<file path="src/pkg/wdt_pkg.sv">
package wdt_pkg;
  localparam int unsigned ADDR_W = 8;
  localparam int unsigned DIV_W = 5;
  localparam int unsigned EV_W = 4;
  localparam logic [7:0] OFF_CTRL = 8'h00;
  localparam logic [7:0] OFF_KEY = 8'h04;
  localparam logic [7:0] OFF_STATUS = 8'h08;
  localparam logic [7:0] OFF_MASK = 8'h0C;
  localparam logic [7:0] OFF_CAUSE = 8'h10;
  localparam int unsigned ON_BIT = 15;
  localparam int unsigned RUN_DIV_LSB = 8;
  localparam int unsigned CLK_SEL_LSB = 6;
  localparam int unsigned SLP_DIV_LSB = 1;
  localparam int unsigned WIN_BIT = 0;
  localparam int unsigned CAUSE_TO_BIT = 0;
  localparam int unsigned EV_TIMEOUT = 0;
  localparam int unsigned EV_WAKE = 1;
  localparam int unsigned EV_WINDOW = 2;
  localparam int unsigned EV_BADKEY = 3;
  localparam logic [15:0] SERVICE_KEY = 16'h5743;
  localparam logic [1:0] CLK_SYS = 2'h0;
  localparam logic [1:0] CLK_RSVD = 2'h1;
  localparam logic [1:0] CLK_FRC = 2'h2;
  localparam logic [1:0] CLK_LOW_POWER_RC_OSC = 2'h3;
  localparam logic [EV_W-1:0] MASK_RESET = 4'h0;
  localparam logic [1:0] CFG_SETTLE = 2'h2;
  localparam logic [1:0] CFG_DONE = 2'h3;
  localparam int unsigned WINDOW_SHIFT = 2;
endpackage : wdt_pkg

</file>
<file path="src/pkg/wdt_if.sv">
`timescale 1ns/10ps
interface wdt_if;
  import wdt_pkg::*;
  logic sleep;
  logic [1:0] clk_sel;
  logic tick;
  logic en;
  logic clear;
  logic [DIV_W-1:0] div;
  logic expired;
  logic win_open;
  modport src (input sleep, input clk_sel, output tick);
  modport cnt (input tick, input en, input clear, input div, output expired, output win_open);
  modport ctl (output sleep, output clk_sel, output en, output clear, output div,
               input tick, input expired, input win_open);
endinterface : wdt_if

</file>
<file path="src/logic/clock_select_tick.sv">
`timescale 1ns/10ps
module clock_select_tick (
  input wire logic ref_clk_in,
  input wire logic rst_n_in,
  input wire logic low_power_rc_osc_osc_in,
  input wire logic frc_osc_in,
  wdt_if.src bus
);
  import wdt_pkg::*;
  typedef struct packed {
    logic [2:0] lp;
    logic [2:0] fr;
    logic tick;
  } sel_state_t;
  sel_state_t q, next_q;
  logic lp_rise, fr_rise;

  always_comb begin
    next_q = q;
    next_q.lp = {q.lp[1:0], low_power_rc_osc_osc_in};
    next_q.fr = {q.fr[1:0], frc_osc_in};
    lp_rise = q.lp[1] & ~q.lp[2];
    fr_rise = q.fr[1] & ~q.fr[2];
    if (bus.sleep) begin
      next_q.tick = lp_rise;
    end else begin
      unique case (bus.clk_sel)
        CLK_LOW_POWER_RC_OSC: next_q.tick = lp_rise;
        CLK_FRC: next_q.tick = fr_rise;
        CLK_SYS: next_q.tick = 1'b1;
        CLK_RSVD: next_q.tick = 1'b0;
      endcase
    end
  end

  always_ff @(posedge ref_clk_in) begin
    if (!rst_n_in) q <= '0;
    else q <= next_q;
  end

  assign bus.tick = q.tick;
endmodule : clock_select_tick

</file>
<file path="src/logic/postscale_counter.sv">
`timescale 1ns/10ps
module postscale_counter #(
  parameter int unsigned COUNT_W = 32
) (
  input wire logic ref_clk_in,
  input wire logic rst_n_in,
  wdt_if.cnt bus
);
  import wdt_pkg::*;
  typedef struct packed {
    logic [COUNT_W-1:0] count;
  } cnt_state_t;
  cnt_state_t q, next_q;
  logic [COUNT_W:0] period;
  logic at_end;

  function automatic logic [COUNT_W:0] period_of(input logic [DIV_W-1:0] sel);
    period_of = (COUNT_W+1)'(1) << sel;
  endfunction : period_of

  always_comb begin
    next_q = q;
    period = period_of(bus.div);
    at_end = ({1'b0, q.count} == period - (COUNT_W+1)'(1));
    if (bus.clear || !bus.en) begin
      next_q.count = '0;
    end else if (bus.tick) begin
      next_q.count = at_end ? '0 : q.count + COUNT_W'(1);
    end
  end

  always_ff @(posedge ref_clk_in) begin
    if (!rst_n_in) q <= '0;
    else q <= next_q;
  end

  assign bus.expired = bus.en & bus.tick & at_end;
  // key is welcome only in the last quarter of the period, or at any time when the period is under 4
  assign bus.win_open = ({1'b0, q.count} >= period - (period >> WINDOW_SHIFT))
                        || (period < (COUNT_W+1)'(4));
endmodule : postscale_counter

</file>
<file path="src/logic/dual_watchdog_timer.sv">
//
// Behaviour
// - run clock selectable, sleep uses low-power oscillator
// - missed service causes device reset
// - windowed and non-windowed modes supported
// - time-out in sleep wakes device
// - watchdog reset sets time-out flag
// - separate run and sleep periods
// - enable bit sets, clears software enable
// - enable bit reads one when enabled
// - run postscale divides by two to field
// - run clock select picks clock source
// - sleep postscale uses same encoding
// - postscale, clock fields read-only from straps
// - window bit forced by strap else software
// - window bit one enables window mode
//
// Decided for this implementation: the placing of the registers and the APB interface to the registers.
`timescale 1ns/10ps
module dual_watchdog_timer (
  input wire logic ref_clk_in,
  input wire logic rst_n_in,
  input wire logic psel_in,
  input wire logic penable_in,
  input wire logic pwrite_in,
  input wire logic [wdt_pkg::ADDR_W-1:0] paddr_in,
  input wire logic [31:0] pwdata_in,
  input wire logic [3:0] pstrb_in,
  output logic [31:0] prdata_out,
  output logic pready_out,
  output logic pslverr_out,
  input wire logic sleep_mode_in,
  input wire logic low_power_rc_osc_osc_in,
  input wire logic frc_osc_in,
  input wire logic cfg_enable_in,
  input wire logic [wdt_pkg::DIV_W-1:0] cfg_run_div_in,
  input wire logic [1:0] cfg_run_clk_in,
  input wire logic [wdt_pkg::DIV_W-1:0] cfg_sleep_div_in,
  input wire logic cfg_window_in,
  output logic device_reset_out,
  output logic wake_out,
  output logic irq_out
);
  import wdt_pkg::*;

  localparam int unsigned CFG_W = 2 * DIV_W + 4;

  typedef struct packed {
    logic [CFG_W-1:0] cfg_s1;
    logic [CFG_W-1:0] cfg_s2;
    logic [1:0] cap;
    logic cfg_en;
    logic [DIV_W-1:0] run_div;
    logic [1:0] run_clk;
    logic [DIV_W-1:0] slp_div;
    logic cfg_win;
    logic sw_on;
    logic sw_win;
    logic sleep_prev;
    logic [EV_W-1:0] status;
    logic [EV_W-1:0] mask;
    logic to_flag;
    logic pready;
    logic pslverr;
    logic [31:0] prdata;
    logic irq;
    logic dev_rst;
    logic wake;
  } wdt_state_t;

  wdt_state_t q, next_q;
  logic ready, enabled, win_act;
  logic access, commit, mapped;
  logic key_good, key_write;
  logic svc_clear, win_fail, fail;
  logic [EV_W-1:0] ev;
  logic [31:0] rd_word;

  wdt_if bus ();

  clock_select_tick u_tick (
    .ref_clk_in(ref_clk_in),
    .rst_n_in(rst_n_in),
    .low_power_rc_osc_osc_in(low_power_rc_osc_osc_in),
    .frc_osc_in(frc_osc_in),
    .bus(bus)
  );

  postscale_counter #(
    .COUNT_W(32)
  ) u_count (
    .ref_clk_in(ref_clk_in),
    .rst_n_in(rst_n_in),
    .bus(bus)
  );

  function automatic logic is_mapped(input logic [ADDR_W-1:0] a);
    is_mapped = (a == OFF_CTRL) || (a == OFF_KEY) || (a == OFF_STATUS)
                || (a == OFF_MASK) || (a == OFF_CAUSE);
  endfunction : is_mapped

  always_comb begin
    ready = (q.cap == CFG_DONE);
    enabled = ready & (q.cfg_en | q.sw_on);
    win_act = q.cfg_win | q.sw_win;
    access = psel_in & penable_in & ~q.pready;
    commit = psel_in & penable_in & q.pready;
    mapped = is_mapped(paddr_in);
    rd_word = '0;
    unique case (paddr_in)
      OFF_CTRL: begin
        rd_word[ON_BIT] = enabled;
        rd_word[RUN_DIV_LSB +: DIV_W] = q.run_div;
        rd_word[CLK_SEL_LSB +: 2] = q.run_clk;
        rd_word[SLP_DIV_LSB +: DIV_W] = q.slp_div;
        rd_word[WIN_BIT] = win_act;
      end
      OFF_STATUS: rd_word[EV_W-1:0] = q.status;
      OFF_MASK: rd_word[EV_W-1:0] = q.mask;
      OFF_CAUSE: rd_word[CAUSE_TO_BIT] = q.to_flag;
      default: rd_word = '0;
    endcase
    key_write = commit & pwrite_in & (paddr_in == OFF_KEY);
    key_good = key_write & (pstrb_in[1:0] == 2'b11)
               & (pwdata_in[15:0] == SERVICE_KEY);
    win_fail = key_good & enabled & win_act & ~bus.win_open;
    fail = win_fail | (bus.expired & ~sleep_mode_in);
    svc_clear = (key_good & enabled & ~win_fail) | win_fail
                | (sleep_mode_in != q.sleep_prev);
    ev = '0;
    ev[EV_TIMEOUT] = fail;
    ev[EV_WAKE] = bus.expired & sleep_mode_in;
    ev[EV_WINDOW] = win_fail;
    ev[EV_BADKEY] = key_write & ~key_good;
  end

  assign bus.sleep = sleep_mode_in;
  assign bus.clk_sel = q.run_clk;
  assign bus.en = enabled;
  assign bus.clear = svc_clear;
  assign bus.div = sleep_mode_in ? q.slp_div : q.run_div;

  always_comb begin
    next_q = q;
    next_q.pready = 1'b0;
    next_q.pslverr = 1'b0;
    next_q.dev_rst = 1'b0;
    next_q.wake = 1'b0;
    next_q.sleep_prev = sleep_mode_in;
    // straps pass two flops, then are frozen once
    next_q.cfg_s1 = {cfg_enable_in, cfg_run_div_in, cfg_run_clk_in,
                     cfg_sleep_div_in, cfg_window_in};
    next_q.cfg_s2 = q.cfg_s1;
    if (q.cap != CFG_DONE) begin
      next_q.cap = q.cap + 2'h1;
    end
    if (q.cap == CFG_SETTLE) begin
      {next_q.cfg_en, next_q.run_div, next_q.run_clk,
       next_q.slp_div, next_q.cfg_win} = q.cfg_s2;
    end
    if (access) begin
      next_q.pready = 1'b1;
      next_q.pslverr = ~mapped;
      next_q.prdata = pwrite_in ? 32'h0000_0000 : rd_word;
    end
    if (commit && pwrite_in && mapped) begin
      unique case (paddr_in)
        OFF_CTRL: begin
          if (pstrb_in[1]) begin
            next_q.sw_on = pwdata_in[ON_BIT];
          end
          if (pstrb_in[0] && !q.cfg_win) begin
            next_q.sw_win = pwdata_in[WIN_BIT];
          end
        end
        OFF_MASK: begin
          if (pstrb_in[0]) begin
            next_q.mask = pwdata_in[EV_W-1:0];
          end
        end
        OFF_CAUSE: begin
          if (pstrb_in[0] && !pwdata_in[CAUSE_TO_BIT]) begin
            next_q.to_flag = 1'b0;
          end
        end
        default: begin
        end
      endcase
    end
    if (commit && !pwrite_in && paddr_in == OFF_STATUS) begin
      // clear only bits the read reported
      next_q.status = q.status & ~q.prdata[EV_W-1:0];
    end
    next_q.status = next_q.status | ev;
    if (fail) begin
      next_q.dev_rst = 1'b1;
      next_q.to_flag = 1'b1;
      next_q.sw_on = 1'b0;
      next_q.sw_win = 1'b0;
    end
    if (ev[EV_WAKE]) begin
      next_q.wake = 1'b1;
    end
    next_q.irq = |(next_q.status & next_q.mask);
  end

  always_ff @(posedge ref_clk_in) begin
    if (!rst_n_in) begin
      q <= '0;
      q.mask <= MASK_RESET;
    end else begin
      q <= next_q;
    end
  end

  assign prdata_out = q.prdata;
  assign pready_out = q.pready;
  assign pslverr_out = q.pslverr;
  assign device_reset_out = q.dev_rst;
  assign wake_out = q.wake;
  assign irq_out = q.irq;
endmodule : dual_watchdog_timer

</file>
<file path="config.mk">
export PLATFORM = sky130hd
export DESIGN_NAME = dual_watchdog_timer
export DESIGN_NICKNAME = d
export VERILOG_FILES = /design/src/pkg/wdt_pkg.sv /design/src/pkg/wdt_if.sv /design/src/logic/clock_select_tick.sv /design/src/logic/postscale_counter.sv /design/src/logic/dual_watchdog_timer.sv
export SDC_FILE = /design/constraint.sdc
export NUM_CORES = 1
export LEC_CHECK = 0
export ABC_AREA = 0
export BUFFER_PORTS_ARGS = -buffer_cell sky130_fd_sc_hd__buf_4
export CAP_MARGIN = 20
export CELL_PAD_IN_SITES_DETAIL_PLACEMENT = 1
export CELL_PAD_IN_SITES_GLOBAL_PLACEMENT = 2
export CORE_MARGIN = 4
export CORE_UTILIZATION = 36
export CTS_CLUSTER_DIAMETER = 80
export CTS_CLUSTER_SIZE = 25
export DETAILED_ROUTE_END_ITERATION = 8
export GPL_TIMING_DRIVEN = 0
export PLACE_DENSITY_LB_ADDON = 0.15
export SETUP_SLACK_MARGIN = 0.2
export SLEW_MARGIN = 20
export SYNTH_ARGS = -nofsm -noshare
export SYNTH_HDL_FRONTEND = slang
export SYNTH_SLANG_ARGS = --single-unit
</file>
<file path="constraint.sdc">
create_clock -name ref_clk_in -period 7.11 [get_ports ref_clk_in]
set_clock_uncertainty 0.1 [all_clocks]
set_input_delay 1.0665 -clock ref_clk_in [delete_from_list [all_inputs] [get_ports ref_clk_in]]
set_output_delay 1.0665 -clock ref_clk_in [all_outputs]
set_load 0.05 [all_outputs]
</file>
# After elaboration in Yosys (flattened, before gate mapping)
# Index checks and enable logic that the tools add are counted.
totals:
  regBits: 132
  inputBits: 66
  output_inout_bits: 37
  elab_cells: 129
op_classes:
  addsub: 4
  magnitude_cmp: 2
  n_eq_ne: 14
  shift: 1
  muxes: 19
  n_bitwise: 37
  reduce_logical: 28
ops:
  columns: ["operator", "count"]
  rows:
  - ["$mux W34", 1]
  - ["$eq A32 B33 Y1", 1]
  - ["$ge A32 B33 Y1", 1]
  - ["$lt A33 B3 Y1 const B", 1]
  - ["$shl A1 B5 Y33 const A", 1]
  - ["$sub A33 B1 Y33 const B", 1]
  - ["$sub A33 B31 Y33", 1]
  - ["$add A32 B1 Y32 const B", 1]
  - ["$mux W32", 1]
  - ["$and A1 B1 Y1", 19]
  - ["$eq A16 B15 Y1 const B", 1]
  - ["$eq A8 B4 Y1 const B", 2]
  - ["$mux W16", 1]
  - ["$mux W4", 3]
  - ["$eq A2 B2 Y1 const B", 5]
  - ["$mux W5", 2]
  - ["$mux W9", 1]
  - ["$not A1 Y1", 9]
  - ["$pmux W3 S3", 1]
  - ["$reduce_and A3 Y1", 3]
  - ["$and A4 B4 Y4", 2]
  - ["$eq A8 B3 Y1 const B", 1]
  - ["$eq A8 B5 Y1 const B", 1]
  - ["$logic_not A8 Y1", 1]
  - ["other kinds (17)", 44]

# Longest topological paths before layout
# Gate-level depths: netlist of run 1.
logic_depth:
  ltp_word: 15
  ltp_mapped: 28
  mapped_depth_nobuf: 25

# Modules after synthesis
# A second synthesis of run 1 with hierarchy kept.
unflattened:
  hier_cells: 1025
  area_unflattened_um2: 8658.3
modules_own_cells:
  columns: ["mod", "n_inst", "cells_each", "area_each_um2", "seq_area_each_um2"]
  rows:
  - ["postscale_counter", 1, 697, 5303.8, 640.6]
  - ["dual_watchdog_timer", 1, 309, 3125.5, 1501.4]
  - ["clock_select_tick", 1, 19, 229.0, 140.1]

# Least setup slack after synthesis of run 1
# OpenSTA, ideal clock, no wires.
synth_path:
  kind: "input to register"
  from: "in sleep_mode_in"
  to: "reg q[47] (netlist bit)"
  setup_ns: 0.116
  arrival_time_ns: 5.832
  required_ns: 6.894
  slack_ns: 1.062
  cell_stages: 24
  n_path_buf: 3
  cell_sequence: "buf_6 -> buf_12 -> buf_6 -> nor4b_1 -> o22ai_1 -> ha_1 -> o21a_1 -> o21ai_0 -> a31oi_1 -> a31oi_1 -> o311ai_0 -> nand2b_1 -> a41oi_1 -> xor2_1 -> ha_1 -> a21o_1 -> a21o_1 -> a21o_1 -> a21o_1 -> a21oi_1 -> o21ai_0 -> a2111oi_4 -> a21oi_2 -> and3_1"
synth_between:
  elab_chain_len: 9
  elab_cells_between_ends: 15
  classes_between: "add/sub: 2; order compare: 2; eq/ne: 1; shift: 1; mux: 1; bitwise: 6; reduce/logical: 2"
synth_rtl:
  columns: ["item", "line", "source"]
  rows:
  - ["from (decl)", "dual_watchdog_timer.sv:32", "input wire logic sleep_mode_in,"]
  - ["$mux W5", "dual_watchdog_timer.sv:141", "assign bus.div = sleep_mode_in ? q.slp_div : q.run_div;"]
  - ["$shl A1 B5 Y33", "postscale_counter.sv:18", "period_of = (COUNT_W+1)'(1) << sel;"]
  - ["$sub A33 B31 Y33", "postscale_counter.sv:39", "assign bus.win_open = ({1'b0, q.count} >= period - (period >> WINDOW_SHIFT))"]
  - ["$ge A32 B33 Y1", "postscale_counter.sv:39", null]
  - ["$logic_or A1 B1 Y1", "postscale_counter.sv:40", "|| (period < (COUNT_W+1)'(4));"]
  - ["$not A1 Y1", "dual_watchdog_timer.sv:126", "win_fail = key_good & enabled & win_act & ~bus.win_open;"]
  - ["$and A1 B1 Y1", "dual_watchdog_timer.sv:126", null]
  - ["$or A1 B1 Y1 (*)", "dual_watchdog_timer.sv:127", "fail = win_fail | (bus.expired & ~sleep_mode_in);"]
  - ["$reduce_or A2 Y1 (no source line) (*)", null, null]
  - ["to (signal assigned)", "dual_watchdog_timer.sv:212", "q <= next_q;"]
  - ["to (decl)", "dual_watchdog_timer.sv:71", "wdt_state_t q, next_q;"]
# Mark *: on every way between the ends. The rest lies on a longest branch, timed or not.
# A chain may end at the register's enable or synchronous reset.

# Worst setup path after layout of run 1
layout_path:
  from: "in sleep_mode_in"
  to: "reg q (netlist bit irq_out)"
layout_between:
  elab_chain_len: 11
  elab_cells_between_ends: 18
  classes_between: "add/sub: 2; order compare: 2; eq/ne: 1; shift: 1; mux: 1; bitwise: 9; reduce/logical: 2"
layout_rtl:
  columns: ["item", "line", "source"]
  rows:
  - ["$mux W5", "dual_watchdog_timer.sv:141", null]
  - ["$shl A1 B5 Y33", "postscale_counter.sv:18", null]
  - ["$sub A33 B31 Y33", "postscale_counter.sv:39", null]
  - ["$ge A32 B33 Y1", "postscale_counter.sv:39", null]
  - ["$logic_or A1 B1 Y1", "postscale_counter.sv:40", null]
  - ["$not A1 Y1", "dual_watchdog_timer.sv:126", null]
  - ["$and A1 B1 Y1", "dual_watchdog_timer.sv:126", null]
  - ["$or A1 B1 Y1", "dual_watchdog_timer.sv:127", null]
  - ["$or A4 B4 Y4 (*)", "dual_watchdog_timer.sv:194", "next_q.status = next_q.status | ev;"]
  - ["$and A4 B4 Y4 (*)", "dual_watchdog_timer.sv:204", "next_q.irq = |(next_q.status & next_q.mask);"]
  - ["$reduce_or A4 Y1 (*)", "dual_watchdog_timer.sv:204", null]
# Marked as above.

==> results of run 1 <==
==> cell type report <==
class	count	area (um2)	area share
plain buffers	77	510.5	0.04857
flip-flops and latches	114	2282	0.2171
well taps	324	405.4	0.03857
clock buffers	17	425.4	0.04048
clock inverters	15	162.7	0.01548
multi-input cells	851	6052	0.5758
repair buffers	65	488.0	0.04643
inverters	49	183.9	0.01750
==> power by group <==
| part | leakage (uW) | switching, uW | internal [uW] |
|---|---|---|---|
| Combinational | 0.00339 | 211 | 153 |
| Clock | 0.000285 | 396 | 500 |
| Sequential | 0.000927 | 7.90 | 653 |
| Total | 0.00460 | 614 | 1310 |
==> how the worst min path moves through the flow <==
stage | start | endpoint
3_3_place_gp | next_q[72] | q[72]
2_1_floorplan | next_q[65] | q[65]
6_report | u_tick.next_q[2] | u_tick.next_q[3]
3_5_place_dp | next_q[71] | q[71]
5_1_grt | u_tick.next_q[2] | u_tick.next_q[3]
4_1_cts | u_tick.next_q[2] | u_tick.next_q[3]
==> metal layers <==
| layer | vias to the layer above | part of all wire | global-route usage |
|---|---|---|---|
| met4 | 0 | 0.023 | 0.06994 |
| met3 | 41 | 0.032 | 0.02954 |
| met2 | 169 | 0.47 | 0.3662 |
| li1 | 4008 | - | - |
| met5 | - | 0 | 0 |
| met1 | 3902 | 0.47 | 0.2873 |
==> state kept, by name, summed over array words and instances (netlist names) <==
name / count
bus.clk_sel: 2
u_count.q: 32
wake_out: 1
prdata_out: 14
next_q: 14
q: 40
pslverr_out: 1
device_reset_out: 1
irq_out: 1
u_tick.bus.tick: 1
u_tick.q: 2
u_tick.next_q: 4
pready_out: 1
==> cells by family after synthesis <==
logic type / Yosys count / synth area share
adders and majority gates: 66 / 0.09379
other: 1 / 0.0004221
buffers and inverters: 126 / 0.07816
DFF: 114 / 0.2569
muxes: 32 / 0.03845
AOI/OAI and AO/OA: 233 / 0.1814
xor gates and xnor gates: 96 / 0.09463
and+or+nand+nor: 406 / 0.2563
==> repair_timing <==
action | CTS | global route
gates resized for setup | 6 | 7
endpoints found under the setup margin | 7 | 7
cloned | 0 | 0
setup buffers | 0 | 0
pin swaps | 0 | 0
==> layout by cell type, fill, tap and decap left out, drive strengths merged, types with 8 or more instances in the layout <==
cell type  instances
nor2             122
nor4              14
ha                65
mux2              11
nand3b             8
inv               60
o211ai             9
a31oi             12
nor3              23
and3              11
nand4             22
nand3             26
nand2             58
a21o              32
clkbuf            42
nor3b             11
a22oi             14
dfxtp            114
nand2b            11
mux2i             21
a21oi             51
xnor2             49
o21ai             42
buf              117
and2              41
o22ai             20
conb              18
xor2              47
or3                8
nor2b              9
==> per-stage QoR <==
stage / area [um2] / hold slack (ns) / cells
5_1_grt: 10510 / 0.3403 / 1512
3_5_place_dp: 9848 / 0.3199 / 1480
2_1_floorplan: 8949 / 0.3119 / 1091
3_3_place_gp: 9842 / 0.3142 / 1480
6_report: 10510 / 0.3322 / 1512
4_1_cts: 10470 / 0.3339 / 1512
==> flow_summary.yaml, run 1 <==
final_layout:
  fillers: 2923
  fin_util: 0.4322
  insertedDiodeCount: 0
  drive_gt1_frac: 0.1734
  fin_nets: 1307
  area_growth_pct: 18.29
yosys:
  yosysWarningCount: 0
  post_synth_num_cell_types: 92
  async_flop_share: 0
  yosys.area.top_type: "dfxtp_1"
  synth_area_um2: 8885
  yosysMostFrequentCell: "dfxtp_1"
  synth_cells: 1074
  synth_top_area_frac: 0.2569
  synth-seq-cells: 114
  syn_avg_cell_area_um2: 8.273
  seq_area_frac_synth: 0.2569
  synth_edf_count: 0
  ys_top_cells_by_count: "dfxtp_1 (114), nor2_1 (112), ha_1 (65), nand2_1 (58)"
  synth_flop_cell: "dfxtp_1"
  synthTopCellsByArea: "dfxtp_1 (26%), ha_1 (9.2%), xnor2_1 (4.8%)"
worst_setup_path:
  endpoint: "irq_out"
  end_kind: "flip-flop"
  path_class: "input pin to flip-flop"
  setup.worst_path.start_class: "input pin"
  crit_top_cell: "a21o_1"
  cp.depth: 24
  crit_family: "compound AO/OA/AOI/OAI gates"
  r2r-start: "q[57]"
  critPathLaunch: "sleep_mode_in"
  reg2reg_depth: 24
  rrSetupSlack_ns: 0.63
  cp_max_fo: 10
  path_buf_inv: 2
  crit_chain: "buf_4 -> buf_4 -> nor3b_1 -> o22ai_1 -> ha_1 -> nor2b_1 -> o21a_1 -> o21ai_0 -> a31oi_1 -> a31oi_2 -> o311ai_2 -> nand2b_1 -> a41oi_1 -> xor2_1 -> ha_1 -> a21o_1 -> a21o_1 -> a21o_1 -> a21o_1 -> a21oi_1 -> o21ai_1 -> a2111oi_4 -> a21oi_2 -> o221ai_2"
  cp_slowest_cell: "nor3b_1"
  cp.required_ns: 7.35
  r2r-end: "irq_out"
  max_stage_delay_ns: 0.57
  cp.arrival_ns: 6.78
worst_hold_path:
  hold_class: "flip-flop to flip-flop"
  hold_depth: 1
power:
  power_leakage_uw: 0.004603
  power_uw: 1921
  powerDensity_nw_per_um2: 182.8
  vdd_drop_max_mv: 0.1261
sta:
  maxSlewHeadroom: 0.4311
  setup_viol: 0
  period_share: 0.9202
  slew_viol_final: 0
  setup_ws_ns: 0.5677
  fmax_mhz: 152.9
  setup_tns_ns: 0
  hold_viol_final: 0
  rsz0062_at_grt: "no"
  tightest_slew_ns: 0.8468
  fin_crit_ns: 6.542
clock_tree:
  root_buffer: "clkbuf_16"
  clockBufferDepth: 2
  cts_tree: "built"
  clk_pin_slew_worst_paths_ns: 0.07
  clock_latency_ns: 0.43
  holdBufCountCts: 0
  cts_max_level: 4
  cts_buffers: 17
  cts.sinks: 114
global_routing:
  track_usage: 0.2173
  grt_pass1_wl_mm: 46.14
  grt_max_degree: 17
  overflow: 0
  grt_pass1_vias: 8363
  antenna_found_initial: 0
drt:
  drt_iter0_drc: 467
  ant_nets: 0
  drt_first_pass_iters: 4
  finalWirelength_mm: 29.20
  vias: 8120
  drc_errors: 0
  wl_per_cell_um: 19.31
  route.detailed.vias_per_inst: 5.370
run_status:
  status: "completed"
die:
  io_pins: 103
  rows: 57
  dieArea_um2: 27260
  initial_utilization: 0.3653
  die_y_um: 165.1
  coreArea_um2: 24320
  fp.dieW_um: 165.1
placed_design:
  routabilityCongestion: 0.8929
  dp_slack_ns: -0.4968
  dp_hpwl_mm: 22.95
  numPortBuffers: 65
flow_run:
  cap_violations: 0
Note: power is estimated with default switching activity, not from simulation.
==> inputs of run 2 (changes only) <==
--- a/config.mk
+++ b/config.mk
@@ -5,13 +5,13 @@
 export SDC_FILE = /design/constraint.sdc
 export NUM_CORES = 1
 export LEC_CHECK = 0
-export ABC_AREA = 0
+export ABC_AREA = 1
 export BUFFER_PORTS_ARGS = -buffer_cell sky130_fd_sc_hd__buf_4
 export CAP_MARGIN = 20
 export CELL_PAD_IN_SITES_DETAIL_PLACEMENT = 1
 export CELL_PAD_IN_SITES_GLOBAL_PLACEMENT = 2
 export CORE_MARGIN = 4
-export CORE_UTILIZATION = 36
+export CORE_UTILIZATION = 33
 export CTS_CLUSTER_DIAMETER = 80
 export CTS_CLUSTER_SIZE = 25
 export DETAILED_ROUTE_END_ITERATION = 8
==> flow_summary.yaml, run 2 <==
run_status:
  status: "completed"
final_layout:
  drive_gt1_frac: 0.1353
  multiInputGateArea_um2: 5792
  final_cell_mix: "nand2_1 (317), inv_1 (216), nor2_1 (143), dfxtp_1 (114), buf_4 (99)"
  regMostFlops: "q"
  regArea_um2: 2282
  largest_reg_flops: 40
  fin_nets: 1649
  layout_commonest_cell: "nand2_1"
  top_regs: "q (40), u_count.q (32)"
  area_growth_pct: 17.69
  insertedDiodeCount: 0
  fillers: 3577
yosys:
  post_synth_num_cell_types: 60
  synth-compound-area-share: 0.1160
  async_flop_share: 0
  ys_top_cells_by_count: "nand2_1 (317), inv_1 (216), nor2_1 (143), dfxtp_1 (114), nand3_1 (88)"
  synth_area_um2: 9219
  synthTopCellsByArea: "dfxtp_1 (25%), nand2_1 (13%), ha_1 (8.8%)"
  synthSimpleGateAreaFrac: 0.3435
  synth.area.mux_share: 0.001086
  synth_cells: 1415
  synthAdderAreaFrac: 0.09039
  synth-seq-cells: 114
  yosys.area.top_type: "dfxtp_1"
  synthXorXnorAreaFrac: 0.06827
  syn_avg_cell_area_um2: 6.515
  yosysWarningCount: 0
  synth_edf_count: 0
  synth_flop_cell: "dfxtp_1"
  synth_top_area_frac: 0.2476
  seq_area_frac_synth: 0.2476
  synth_top_family_by_area: "simple AND/OR/NAND/NOR gates"
  yosysMostFrequentCell: "nand2_1"
power:
  powerDensity_nw_per_um2: 234.3
  p_sw_uw: 1053
  power_frac_seq: 0.266
  power_leakage_uw: 0.005528
  pwr-share-comb: 0.384
  internal_power_uw: 1489
  power_uw: 2542
  vdd_drop_max_mv: 0.1464
  switching_share: 0.4143
  p_clk_frac: 0.350
drt:
  ant_nets: 0
  drt_iter0_drc: 455
  wl_per_cell_um: 17.11
  finalWirelength_mm: 32.54
  drt_first_pass_iters: 4
  drc_errors: 0
  vias: 9363
  route.detailed.vias_per_inst: 4.923
die:
  dieArea_um2: 30670
  rows: 60
  io_pins: 103
  fp.dieW_um: 175.1
  die_y_um: 175.1
  initial_utilization: 0.3383
  coreArea_um2: 27250
worst_setup_path:
  reg2reg_depth: 29
  setup.worst_path.start_class: "input pin"
  cp.arrival_ns: 6.68
  r2r-end: "irq_out"
  path_buf_inv: 4
  rrSetupSlack_ns: 1.00
  path_class: "input pin to flip-flop"
  end_kind: "flip-flop"
  cp_slowest_cell: "fa_1"
  crit_family: "compound AO/OA/AOI/OAI gates"
  max_stage_delay_ns: 0.43
  cp_max_fo: 10
  cp.required_ns: 7.33
  crit_top_cell: "nand2_1"
  r2r-start: "q[52]"
worst_hold_path:
  worstHoldEndpoint: "u_tick.next_q[6]"
  hold_depth: 2
  worstHoldStart: "u_tick.next_q[5]"
  hold_class: "flip-flop to flip-flop"
sta:
  hold_viol_final: 0
  rsz0062_at_grt: "no"
  period_share: 0.9097
  maxSlewHeadroom: 0.4440
  slew_viol_final: 0
  setup_viol: 0
  setup_ws_ns: 0.6419
  fin_crit_ns: 6.468
  tightest_slew_ns: 0.8264
  fmax_mhz: 154.6
placed_design:
  dp_hpwl_mm: 26.71
  dp_slack_ns: -0.3175
  routabilityCongestion: 0.8984
  numPortBuffers: 66
clock_tree:
  cts_max_level: 4
  cts_buffers: 17
  clockBufferDepth: 2
  cts_setup_buffers: 0
  cts_tree: "built"
  cts.sinks: 114
  root_buffer: "clkbuf_16"
  clock_latency_ns: 0.43
  clk_pin_slew_worst_paths_ns: 0.07
  holdBufCountCts: 0
global_routing:
  antenna_found_initial: 0
  track_usage: 0.2127
  grt_max_degree: 17
  grt_pass1_vias: 9610
  overflow: 0
  grt_pass1_wl_mm: 52.24
flow_run:
  cap_violations: 0
==> run 2: how the worst max path moves through the flow <==
stage             startpoint      end  slack [ns]  depth (start not counted)
6_report       sleep_mode_in  irq_out        0.64                         31
5_1_grt        sleep_mode_in  irq_out        0.20                         41
4_1_cts        sleep_mode_in  irq_out        0.23                         41
3_5_place_dp   sleep_mode_in  irq_out       -0.32                         41
3_3_place_gp   sleep_mode_in  irq_out       -0.16                         41
2_1_floorplan  sleep_mode_in  irq_out        1.61                         39
==> run 2: per-layer routing <==
| layer | share of wire | wire, um | track usage | vias to the layer above |
|---|---|---|---|---|
| li1 | - | - | - | 4749 |
| met1 | 0.48 | 15470 | 0.2812 | 4454 |
| met2 | 0.49 | 15790 | 0.3751 | 136 |
| met3 | 0.027 | 893 | 0.02510 | 24 |
| met4 | 0.012 | 390 | 0.04157 | 0 |
| met5 | 0 | 0 | 0 | - |
==> run 2: layout make-up <==
class                      count  area share
tap                          372     0.04290
sequential                   114      0.2104
buffer                        57     0.03598
clock inverter                15     0.01522
multi-input combinational   1039      0.5338
clock buffer                  17     0.03921
timing repair buffer          66     0.04567
inverter                     222     0.07681
==> run 2: what timing repair did <==
item / CTS / global route
endpoints found under the setup margin: 1 / 7
gates resized for setup: 1 / 7
hold endpoints to repair: 0 / 0
==> run 2: cell families after synthesis <==
family                   after synthesis
AO/OA/AOI/OAI                        189
XOR/XNOR                              71
adder cells (fa/ha/maj)               66
buffers and inverters                279
flip-flops                           114
multiplexers                           1
other                                  1
AND/OR/NAND/NOR                      694
==> run 2: power by group through the flow <==
stage | logic [uW] | registers, uW | clock network [uW]
floorplan | 697 | 687 | 0
global placement | 950 | 691 | 0
detailed placement | 965 | 691 | 0
CTS | 973 | 677 | 907
global route | 1100 | 679 | 941
finish | 975 | 677 | 891
==> run 2: worst register-to-register path: cells and delay by family, from the launching register on <==
kind	cells	cell delay (ns)
simple gates	12	1.57
flops	1	0.30
fa+ha+maj	2	0.81
compound gates	10	2.52
xor+xnor	1	0.09
buf+inv	4	0.64
==> run 2: stage by stage <==
| step | instances | cell area [um2] | hold WS (ns) | setup TNS [ns] | utilization |
|---|---|---|---|---|---|
| 2_1_floorplan | 1432 | 9283 | 0.2905 | 0 | - |
| 3_3_place_gp | 1870 | 10240 | 0.3000 | -0.3340 | 0.3759 |
| 3_5_place_dp | 1870 | 10240 | 0.2987 | -1.197 | 0.3759 |
| 4_1_cts | 1902 | 10830 | 0.3144 | 0 | 0.3976 |
| 5_1_grt | 1902 | 10850 | 0.3312 | 0 | 0.3981 |
| 6_report | 1902 | 10850 | 0.3142 | 0 | 0.3981 |
==> inputs of run 3 (changes only) <==
--- a/config.mk
+++ b/config.mk
@@ -6,6 +6,7 @@
 export NUM_CORES = 1
 export LEC_CHECK = 0
 export ABC_AREA = 1
+export ABC_CLOCK_PERIOD_IN_PS = 7110
 export BUFFER_PORTS_ARGS = -buffer_cell sky130_fd_sc_hd__buf_4
 export CAP_MARGIN = 20
 export CELL_PAD_IN_SITES_DETAIL_PLACEMENT = 1
==> constraint.sdc (replaced) <==
create_clock -name ref_clk_in -period 7.11 [get_ports ref_clk_in]
set_clock_uncertainty 0.1 [all_clocks]
set_input_delay 1.7775 -clock ref_clk_in [delete_from_list [all_inputs] [get_ports ref_clk_in]]
set_output_delay 1.7775 -clock ref_clk_in [all_outputs]
set_load 0.05 [all_outputs]
==> flow_summary.yaml, run 3 (same netlist as run 2, synthesis figures left out) <==
final_layout:
  largest_reg_flops: 40
  area_growth_pct: 20.36
  drive_gt1_frac: 0.1525
  fin_util: 0.4072
  insertedDiodeCount: 0
  final_cell_mix: "nand2_1 (315), inv_1 (216), nor2_1 (141), dfxtp_1 (114), buf_4 (110)"
  fillers: 3555
  top_regs: "q (40), u_count.q (32)"
  layout_commonest_cell: "nand2_1"
  regMostFlops: "q"
  fin_nets: 1660
worst_hold_path:
  hold_class: "flip-flop to flip-flop"
  hold_depth: 2
global_routing:
  grt_pass1_vias: 9652
  antenna_found_initial: 0
  track_usage: 0.2133
  grt_max_degree: 17
  grt_pass1_wl_mm: 52.41
  overflow: 0
sta:
  tightest_slew_ns: 0.8461
  setup_ws_ns: 0.5258
  holdWs_ns: 0.3136
  fmax_mhz: 151.9
  period_share: 0.9260
  rsz0062_at_grt: "no"
  setup_viol: 0
  maxSlewHeadroom: 0.4307
  fin_crit_ns: 6.584
  setup_tns_ns: 0
  hold_viol_final: 0
  slew_viol_final: 0
clock_tree:
  root_buffer: "clkbuf_16"
  cts_buffers: 17
  cts_max_level: 4
  cts_tree: "built"
  holdBufCountCts: 0
  clk_pin_slew_worst_paths_ns: 0.07
  clock_latency_ns: 0.43
  cts.sinks: 114
  clockBufferDepth: 2
power:
  power_leakage_uw: 0.005597
  internal_power_uw: 1518
  pwr-share-comb: 0.396
  switching_share: 0.4158
  p_sw_uw: 1080
  vdd_drop_max_mv: 0.1532
  power_frac_seq: 0.260
  powerDensity_nw_per_um2: 234.2
  p_clk_frac: 0.344
placed_design:
  numPortBuffers: 66
  routabilityCongestion: 0.8984
  dp_hpwl_mm: 26.71
  dp_slack_ns: -1.029
drt:
  drt_first_pass_iters: 4
  ant_nets: 0
  drt_iter0_drc: 443
  wl_per_cell_um: 17.12
  vias: 9390
  route.detailed.vias_per_inst: 4.909
  drc_errors: 0
  finalWirelength_mm: 32.75
worst_setup_path:
  cp.required_ns: 7.33
  cp_max_fo: 10
  r2r-start: "q[52]"
  rrSetupSlack_ns: 1.62
  crit_top_cell: "nand3_1"
  reg2reg_depth: 35
  critPathLaunch: "sleep_mode_in"
  end_kind: "flip-flop"
  setup.worst_path.start_class: "input pin"
  path_class: "input pin to flip-flop"
  r2r-end: "irq_out"
  cp_slowest_cell: "fa_1"
  max_stage_delay_ns: 0.46
  cp.arrival_ns: 6.80
  endpoint: "irq_out"
die:
  io_pins: 103
  die_y_um: 175.1
  coreArea_um2: 27250
  dieArea_um2: 30670
  fp.dieW_um: 175.1
  rows: 60
  initial_utilization: 0.3383
run_status:
  status: "completed"
flow_run:
  cap_violations: 0
run 3: changes by cell type in the layout (fill, tap and decap cells not counted), moves of 3 or more:
cell,previous run,this run
nand3_4,0,4
a21oi_1,86,81
nor2_4,5,8
buf_4,99,110
a21oi_2,0,3
nand3_1,88,85
run 3: cell type report:
| cell class | count | area, um2 | share of cell area |
|---|---|---|---|
| clock inverters | 15 | 165.2 | 0.01488 |
| inverters | 222 | 835.8 | 0.07533 |
| repair buffers | 77 | 578.1 | 0.05210 |
| flip-flops and latches | 114 | 2282 | 0.2057 |
| plain buffers | 57 | 390.4 | 0.03518 |
| well taps | 372 | 465.4 | 0.04195 |
| multi-input cells | 1039 | 5953 | 0.5365 |
| clock buffers | 17 | 425.4 | 0.03834 |
run 3: power groups by stage:
stage          Sequential (uW)  Combinational, uW  Clock (uW)
3_3_place_gp               691                950           0
2_1_floorplan              687                697           0
3_5_place_dp               691                965           0
5_1_grt                    679               1160         942
6_report                   677               1030         893
4_1_cts                    677                994         907
run 3: critical path, delay by kind of cell:
kind | cells | cell delay (ns)
AOI/OAI and AO/OA | 9 | 1.58
xor gates and xnor gates | 1 | 0.16
adders and majority gates | 3 | 1.07
and+or+nand+nor | 12 | 1.31
buffers and inverters | 7 | 0.88
run 3: how the worst min path moves through the flow:
stage	start	slack, ns	endpoint
2_1_floorplan	next_q[65]	0.29	q[65]
3_3_place_gp	next_q[77]	0.30	q[77]
3_5_place_dp	next_q[77]	0.30	q[77]
4_1_cts	next_q[77]	0.31	q[77]
5_1_grt	next_q[77]	0.33	q[77]
6_report	next_q[77]	0.31	q[77]
run 3: per-layer routing:
layer  part of all wire  wire length, um  track usage  vias up
met1               0.48            15570       0.2815     4482
met3              0.024              789      0.02510       23
li1                   -                -            -     4771
met5                  0                0            0        -
met2               0.49            15960       0.3768      114
met4              0.013              427      0.04157        0
run 3: timing repair:
| action | 4_1_cts | 5_1_grt |
|---|---|---|
| buffers inserted | 2 | 9 |
| gates resized for setup | 12 | 28 |
| pin swaps | 1 | 5 |
| endpoints found under the setup margin | 7 | 7 |
run 3: stage by stage:
| stage | total power, uW | instance area (um2) | instances |
|---|---|---|---|
| 3_3_place_gp | 1641 | 10240 | 1870 |
| 2_1_floorplan | 1384 | 9283 | 1432 |
| 5_1_grt | 2779 | 11100 | 1913 |
| 6_report | 2598 | 11100 | 1913 |
| 4_1_cts | 2578 | 10880 | 1904 |
| 3_5_place_dp | 1656 | 10240 | 1870 |
